<file path="src/include/vpw_pkg.sv">
`default_nettype none
package vpw_pkg;
  // register offsets (byte addresses on the configuration bus)
  localparam logic [7:0] VPW_OFS_CTRL = 8'hD8;
  localparam logic [7:0] VPW_OFS_DATA = 8'hDC;
  localparam logic [7:0] VPW_OFS_TBASE = 8'hE0;
  localparam logic [7:0] VPW_OFS_SETUP = 8'hE4;
  // capability header constants sharing the control dword
  localparam logic [7:0] VPW_CAP_ID = 8'h03;
  localparam logic [7:0] VPW_NEXT_PTR = 8'hF0;
  // control dword field positions
  localparam int VPW_FLAG_BIT = 31;
  localparam int VPW_ADDR_LSB = 18;
  localparam int VPW_ADDR_W = 6;
  // product data sits this far into the eeprom
  localparam logic [8:0] VPW_EE_OFFSET = 9'h040;
  localparam int VPW_EE_AW = 9;
  // window field positions
  localparam int VPW_BASE_LSB = 12;
  localparam int VPW_ENABLE_BIT = 31;
  // reset values
  localparam logic [31:0] VPW_DATA_RST = 32'h0000_0000;
  localparam logic [19:0] VPW_TBASE_RST = 20'h0_0000;
  localparam logic [18:0] VPW_MASK_RST = 19'h0_0000;
  localparam logic [1:0] VPW_WIDTH_32 = 2'h0;
  localparam logic [1:0] VPW_WIDTH_64 = 2'h1;

  // configuration request carrier
  typedef struct packed {
    logic wr;
    logic [7:0] addr;
    logic [3:0] be;
    logic [31:0] wdata;
  } vpw_cfg_req_s;

  // strap-loaded window setup fields
  typedef struct packed {
    logic [1:0] width;
    logic prefetch;
    logic [18:0] size_mask;
  } vpw_setup_s;

  // eeprom sequencer states
  typedef enum logic [2:0] {
    VPW_IDLE = 3'b001,
    VPW_RD = 3'b010,
    VPW_WR = 3'b100
  } vpw_state_e;
endpackage
`default_nettype wire

</file>
<file path="src/hdl/vpw_regs.sv">
`default_nettype none

////////////////////////////////////////////////////////////////////////
// overview
// this slice holds four configuration dwords: the product data control
// word, the product data word, the window translated base and the
// window setup word.  every register answers one cycle after the
// request, so software never sees a wait state.  the eeprom itself sits
// behind a simple request / done handshake; its serial timing lives in
// another block, which keeps this one free of long counters.
// hazards a user must know:
// - the setup word is caught from the straps once after reset; a strap
//   change later is not seen until the next reset.
// - a control write during a running eeprom cycle is dropped without any
//   indication, so software must poll the flag first.
// - the data word is shared between the host and the eeprom engine; a
//   host write during a running read is overwritten by the fetched data.
////////////////////////////////////////////////////////////////////////
module vpw_regs
  import vpw_pkg::*;
(
  // clock and reset
  input wire logic i_ref_clk,
  input wire logic i_resetn,
  // configuration access
  input wire logic i_cfg_req,
  input wire vpw_cfg_req_s i_cfg,
  output logic o_cfg_ack,
  output logic [31:0] o_cfg_rdata,
  // strap load of window setup
  input wire vpw_setup_s i_strap_loaded_attr,
  // eeprom engine
  output logic o_ee_req,
  output logic o_ee_wr,
  output logic [VPW_EE_AW-1:0] o_ee_addr,
  output logic [31:0] o_ee_wdata,
  input wire logic i_ee_done,
  input wire logic [31:0] i_ee_rdata,
  // upstream memory 0 translation
  input wire logic i_up_hit,
  input wire logic [31:0] i_up_addr,
  output logic [31:0] o_up_addr,
  output logic o_win_enable
);

  ////////////////////////////////////////////////////////////////////////
  // state
  vpw_state_e state_r, state_nxt;
  logic flag_r, flag_nxt;
  logic [VPW_ADDR_W-1:0] vaddr_r, vaddr_nxt;
  logic [31:0] data_r, data_nxt;
  logic [19:0] tbase_r, tbase_nxt;
  vpw_setup_s setup_r, setup_nxt;
  logic loaded_r, loaded_nxt;
  logic ack_r, ack_nxt;
  logic [31:0] rdata_r, rdata_nxt;
  logic ee_req_r, ee_req_nxt;
  logic ee_wr_r, ee_wr_nxt;
  logic [VPW_EE_AW-1:0] ee_addr_r, ee_addr_nxt;
  logic [31:0] up_addr_r, up_addr_nxt;
  // window enable flop; it never clears once out of reset
  logic en_r, en_nxt;
  logic [19:0] repl_mask;
  logic [31:0] ctrl_rd, tbase_rd, setup_rd;
  logic wr_hit_ctrl, wr_hit_data, wr_hit_tbase;

  ////////////////////////////////////////////////////////////////////////
  // decode and readback views
  always_comb begin
    wr_hit_ctrl = i_cfg_req && i_cfg.wr && (i_cfg.addr == VPW_OFS_CTRL);
    wr_hit_data = i_cfg_req && i_cfg.wr && (i_cfg.addr == VPW_OFS_DATA);
    wr_hit_tbase = i_cfg_req && i_cfg.wr && (i_cfg.addr == VPW_OFS_TBASE);
    // size mask bits
    // bit 31 has no mask bit; it is always part of the translated base
    repl_mask = {1'b1, setup_r.size_mask};
    ctrl_rd = {flag_r, 7'h00, vaddr_r, 2'h0, VPW_NEXT_PTR, VPW_CAP_ID};
    tbase_rd = {(tbase_r & repl_mask) | ~repl_mask, 12'h000};
    setup_rd = {1'b1, setup_r.size_mask, 8'h00, setup_r.prefetch,
                setup_r.width, 1'b0};
  end

  ////////////////////////////////////////////////////////////////////////
  // configuration answer, one cycle after the request
  // the read data flop holds between reads so a slow host can still
  // pick it up after the ack pulse has gone; writes leave it untouched
  always_comb begin
    ack_nxt = i_cfg_req;
    rdata_nxt = rdata_r;
    if (i_cfg_req && !i_cfg.wr) begin
      case (i_cfg.addr)
        VPW_OFS_CTRL: rdata_nxt = ctrl_rd;
        VPW_OFS_DATA: rdata_nxt = data_r;
        VPW_OFS_TBASE: rdata_nxt = tbase_rd;
        VPW_OFS_SETUP: rdata_nxt = setup_rd;
        default: rdata_nxt = 32'h0000_0000; // unmapped reads zero
      endcase
    end
  end

  always_ff @(posedge i_ref_clk or negedge i_resetn) begin
    if (!i_resetn) begin
      ack_r <= 1'b0;
      rdata_r <= 32'h0000_0000;
    end else begin
      ack_r <= ack_nxt;
      rdata_r <= rdata_nxt;
    end
  end

  ////////////////////////////////////////////////////////////////////////
  // product data sequencer
  // the address byte and flag share byte lane 3/2; a busy cycle locks both
  // the eeprom address is formed at launch, not from the stored field,
  // so a flag write that also carries a new address uses the new one.
  // the request stays up until the edge after done, which lets the
  // engine sample address and direction at any point of the cycle.
  always_comb begin
    state_nxt = state_r;
    flag_nxt = flag_r;
    vaddr_nxt = vaddr_r;
    data_nxt = data_r;
    ee_req_nxt = ee_req_r;
    ee_wr_nxt = ee_wr_r;
    ee_addr_nxt = ee_addr_r;
    if (wr_hit_data) begin
      for (int b = 0; b < 4; b++) begin
        if (i_cfg.be[b]) begin
          data_nxt[8*b +: 8] = i_cfg.wdata[8*b +: 8];
        end
      end
    end
    case (state_r)
      VPW_IDLE: begin
        if (wr_hit_ctrl && i_cfg.be[2]) begin
          vaddr_nxt = i_cfg.wdata[VPW_ADDR_LSB +: VPW_ADDR_W];
        end
        if (wr_hit_ctrl && i_cfg.be[3]) begin
          flag_nxt = i_cfg.wdata[VPW_FLAG_BIT];
          ee_req_nxt = 1'b1;
          ee_wr_nxt = i_cfg.wdata[VPW_FLAG_BIT];
          ee_addr_nxt = VPW_EE_OFFSET + {1'b0,
            (i_cfg.be[2] ? i_cfg.wdata[VPW_ADDR_LSB +: VPW_ADDR_W]
                         : vaddr_r), 2'h0};
          state_nxt = i_cfg.wdata[VPW_FLAG_BIT] ? VPW_WR : VPW_RD;
        end
      end
      VPW_RD: begin
        if (i_ee_done) begin
          flag_nxt = 1'b1;
          data_nxt = i_ee_rdata;
          ee_req_nxt = 1'b0;
          state_nxt = VPW_IDLE;
        end
      end
      VPW_WR: begin
        if (i_ee_done) begin
          flag_nxt = 1'b0;
          ee_req_nxt = 1'b0;
          state_nxt = VPW_IDLE;
        end
      end
      default: begin
        state_nxt = VPW_IDLE;
        ee_req_nxt = 1'b0;
      end
    endcase
  end

  always_ff @(posedge i_ref_clk or negedge i_resetn) begin
    if (!i_resetn) begin
      state_r <= VPW_IDLE;
      flag_r <= 1'b0;
      vaddr_r <= '0;
      data_r <= VPW_DATA_RST;
      ee_req_r <= 1'b0;
      ee_wr_r <= 1'b0;
      ee_addr_r <= '0;
    end else begin
      state_r <= state_nxt;
      flag_r <= flag_nxt;
      vaddr_r <= vaddr_nxt;
      data_r <= data_nxt;
      ee_req_r <= ee_req_nxt;
      ee_wr_r <= ee_wr_nxt;
      ee_addr_r <= ee_addr_nxt;
    end
  end

  ////////////////////////////////////////////////////////////////////////
  // window registers and translation
  // straps are caught once, on the first edge after reset release
  // only mask-one bits of the base are stored; mask-zero bits stay at
  // their reset value so the translation never picks them up, and the
  // readback forces them high to show the window size to software.
  // bit 31 has no mask bit and is always part of the base.
  always_comb begin
    loaded_nxt = 1'b1;
    en_nxt = 1'b1;
    setup_nxt = setup_r;
    tbase_nxt = tbase_r;
    up_addr_nxt = up_addr_r;
    if (!loaded_r) begin
      setup_nxt = i_strap_loaded_attr;
    end
    // writable bits
    // byte lane 0 holds only read-only bits, so it is not looked at
    if (wr_hit_tbase) begin
      tbase_nxt = (tbase_r & ~repl_mask) |
                  ({i_cfg.be[3] ? i_cfg.wdata[31:24] : tbase_r[19:12],
                    i_cfg.be[2] ? i_cfg.wdata[23:16] : tbase_r[11:4],
                    i_cfg.be[1] ? i_cfg.wdata[15:12] : tbase_r[3:0]}
                   & repl_mask);
    end
    // masked replace
    // the translated address is registered, costing one cycle of latency
    // on the upstream path but keeping the output straight off a flop
    if (i_up_hit) begin
      up_addr_nxt = {(tbase_r & repl_mask) |
                     (i_up_addr[31:VPW_BASE_LSB] & ~repl_mask),
                     i_up_addr[VPW_BASE_LSB-1:0]};
    end else begin
      up_addr_nxt = i_up_addr;
    end
  end

  always_ff @(posedge i_ref_clk or negedge i_resetn) begin
    if (!i_resetn) begin
      loaded_r <= 1'b0;
      en_r <= 1'b1;
      setup_r <= '{width: VPW_WIDTH_32, prefetch: 1'b0,
                   size_mask: VPW_MASK_RST};
      tbase_r <= VPW_TBASE_RST;
      up_addr_r <= 32'h0000_0000;
    end else begin
      loaded_r <= loaded_nxt;
      en_r <= en_nxt;
      setup_r <= setup_nxt;
      tbase_r <= tbase_nxt;
      up_addr_r <= up_addr_nxt;
    end
  end

  ////////////////////////////////////////////////////////////////////////
  // outputs, all from flops
  // no output is decoded combinationally, so the host and the eeprom
  // engine always see clean values settled from the previous edge
  assign o_cfg_ack = ack_r;
  assign o_cfg_rdata = rdata_r;
  assign o_ee_req = ee_req_r;
  assign o_ee_wr = ee_wr_r;
  assign o_ee_addr = ee_addr_r;
  assign o_ee_wdata = data_r;
  assign o_up_addr = up_addr_r;
  assign o_win_enable = en_r;

endmodule
`default_nettype wire

</file>
<file path="config.mk">
export PLATFORM = sky130hd
export DESIGN_NAME = vpw_regs
export DESIGN_NICKNAME = d
export VERILOG_FILES = /design/src/include/vpw_pkg.sv /design/src/hdl/vpw_regs.sv
export SDC_FILE = /design/constraint.sdc
export NUM_CORES = 1
export LEC_CHECK = 0
export ABC_AREA = 1
export BUFFER_PORTS_ARGS = -buffer_cell sky130_fd_sc_hd__clkbuf_2
export CORE_MARGIN = 2
export CORE_UTILIZATION = 51
export DETAILED_ROUTE_END_ITERATION = 6
export GPL_TIMING_DRIVEN = 0
export PLACE_DENSITY = 0.78
export SLEW_MARGIN = 20
export SYNTH_ARGS = -nofsm -noshare
export SYNTH_HDL_FRONTEND = slang
export SYNTH_SLANG_ARGS = --single-unit
</file>
<file path="constraint.sdc">
create_clock -name i_ref_clk -period 1.9 [get_ports i_ref_clk]
set_input_delay 0.57 -clock i_ref_clk [delete_from_list [all_inputs] [get_ports i_ref_clk]]
set_output_delay 0.57 -clock i_ref_clk [all_outputs]
set_load 0.005 [all_outputs]
</file>
==> run summary <==
Skew final -> 7.25 ps
Average size of a mapped cell -> 8.28 um2
Synth Cell Area -> 0.00768 mm2
Pleak -> 5.43 nW
Crit end category -> flop
Post-Place Cell Area -> 0.00916 mm2
Total grt overflow -> 0
Clock Path Buffers -> 2
Commonest non-fill, non-tap cells in the layout -> nand2_1 (311), clkbuf_2 (241), dfrtp_1 (158), inv_1 (113), nand3_1 (84)
Crit path top cell by count -> inv_2
CP Buf/Inv Count -> 4
Initial core utilization -> 52.4%
CP Cell Sequence -> nor3_2 > inv_2 > nor2_8 > inv_2 > clkbuf_1 > o21ai_0 > inv_1
Worst EP arrival -> 2020 ps
Synthesized flop and latch total -> 159
Most common cell after layout, fill and taps aside -> nand2_1
GP Congestion -> 0.875
Port buffer count -> 240
Row count -> 44
Post-synthesis compound-gate area fraction -> 8.47%
Hold_buf cts -> 0
Pre-antenna DRT Iters -> 6
Hold Fails Final Rpt -> 0
Final Max Tran Viols -> 0
Distinct cells, synth -> 38
Vias in the first global route -> 6904
First-pass GRT wire length -> 35900 um
HPWL after DPL -> 16900 um
Setup Crit Path Kind -> flop to flop
Final Non-Filler Cells -> 1386
DRC -> 0
Final core utilization -> 66.2%
Relative slew slack -> 59.3%
Placed Cells -> 1354
1st-iter DRT viols -> 579
Share of cells above drive strength 1 -> 29.1%
Die area -> 0.0161 mm2
Post-DR vias/cell -> 5.25
Synth Area in Simple Gates -> 24.6%
Status -> finished, final reports clean
Setup Viol. Count Final -> 0
Main combinational cell family by area after synthesis -> simple AND/OR/NAND/NOR gates
GRT Overall Usage -> 29.1%
Initial antenna violation count -> 0
Hold Crit Class -> primary input to async pin
Post-synthesis adder-cell area fraction -> 0.163%
Mapped Cells -> 927
WL/cell -> 16.5 um
H-tree levels -> 4
Clock transition at path regs -> 60 ps
Post-route clock period utilization -> 89.7%
P&R area growth vs syn -> 26.3%
Via count -> 7276
CP required -> 2220 ps
Max-Cap Viols -> 0
Clk sink count -> 159
FMAX -> 0.587 GHz
Post-Synth XOR/XNOR Area -> 0%
Later-pin clock latency in the skew report -> 430 ps
Worst vdd ir -> 0.577 mV
Layout net count -> 1326
Pwr Density -> 798 mW/mm2
Largest net degree at the start of global routing -> 90
CP delay by family, top -> buffers and inverters
CP peak stage delay -> 390 ps
CTS resizes -> 0
Root buffer cell -> clkbuf_16
CTS buffer count -> 17
Die height -> 127 um
Wirelength, routed -> 22800 um
RSZ-0062 raised after global routing -> false
Ant diodes -> 0
Fin area -> 0.00970 mm2
YS warnings -> 0
Die X-Extent -> 127 um
Post-synthesis mux area share -> 5.62%
IO Count -> 245
Core ar. -> 0.0146 mm2
Antenna Violating Nets Remaining -> 0
Least-Margin Pin Slew -> 611 ps
Peak fanout along the critical path -> 10
Slowest CP cell -> dfrtp_1
Setup bufs post-CTS -> 0
Minimum clock period -> 1700 ps
CTS tree -> done
Register area share after synthesis -> 51.8%
Critical path startpoint category -> flop
-- path summary, 6_finish.rpt --
path	startpoint	to	slack (ps)	cells past startpoint
min reg2reg	o_cfg_rdata[27]$_DFFE_PN0P_	o_cfg_rdata[27]$_DFFE_PN0P_	480	2
max in group asynchronous	i_resetn	o_cfg_rdata[30]$_DFFE_PN0P_	900	2
max reg2reg	state_r[2]$_DFFE_PN0P_	o_ee_wdata[7]$_DFF_PN0_	200	7
max	state_r[2]$_DFFE_PN0P_	o_ee_wdata[7]$_DFF_PN0_	200	7
min	i_resetn	o_up_addr[3]$_DFF_PN0_	140	1
min in group i_ref_clk	i_up_addr[6]	o_up_addr[6]$_DFF_PN0_	250	1
-- layout make-up --
cell class / count / area [um2]
timing repair buffer: 241 / 1240
tap: 184 / 230
clock buffer: 21 / 450
multi-input combinational: 606 / 3000
sequential: 159 / 3980
clock inverter: 11 / 92.6
buffer: 43 / 255
inverter: 121 / 457
fill: 1262 / 4940
-- synth_stat cells (all sizes together) --
master,count,area share (%)
inv,119,5.8
buf,23,2.3
clkinv,2,0.098
o21ai,95,6.5
o31ai,5,0.49
conb,2,0.098
nand3b,1,0.098
o21bai,2,0.20
nand4,2,0.16
nor2,31,2.2
nand2,318,16
ha,1,0.16
dfrtp,158,51
clkbuf,20,0.99
mux2,25,3.7
o211ai,1,0.098
o22ai,7,0.57
nand3,87,6.0
mux2i,15,2.0
a21oi,9,0.59
nor3,3,0.41
dfstp,1,0.34
-- where the power goes --
group	switching, W	total (W)	internal (W)
clock	0.00138	0.00321	0.00182
sequential	0.000133	0.00369	0.00356
combinational	0.000487	0.000843	0.000356
-- through the flow --
stage               worst slack, ps  power [W]  hold slack, ps  TNS, ps
floorplan                       328    0.00412             274        0
global placement              -2590    0.00456             455  -411760
detailed placement             -216    0.00459             464    -4230
CTS                             116    0.00777             160        0
global route                   61.3    0.00804             188        0
finish                          196    0.00774             142        0
-- routing by layer --
layer / vias up / track usage (%) / wire length (um)
li1: 3459 / - / -
met1: 3432 / 38.7 / 9520
met2: 325 / 46.5 / 10800
met3: 60 / 5.78 / 1610
met4: 0 / 13.4 / 875
met5: - / 0 / 0
-- cell families after synthesis --
group | after synthesis
fa+ha+maj | 1
simple gates | 442
mux | 40
buf+inv | 164
compound gates | 119
flops | 159
other cells | 2
No activity file was read; power rests on OpenSTA's default activity.
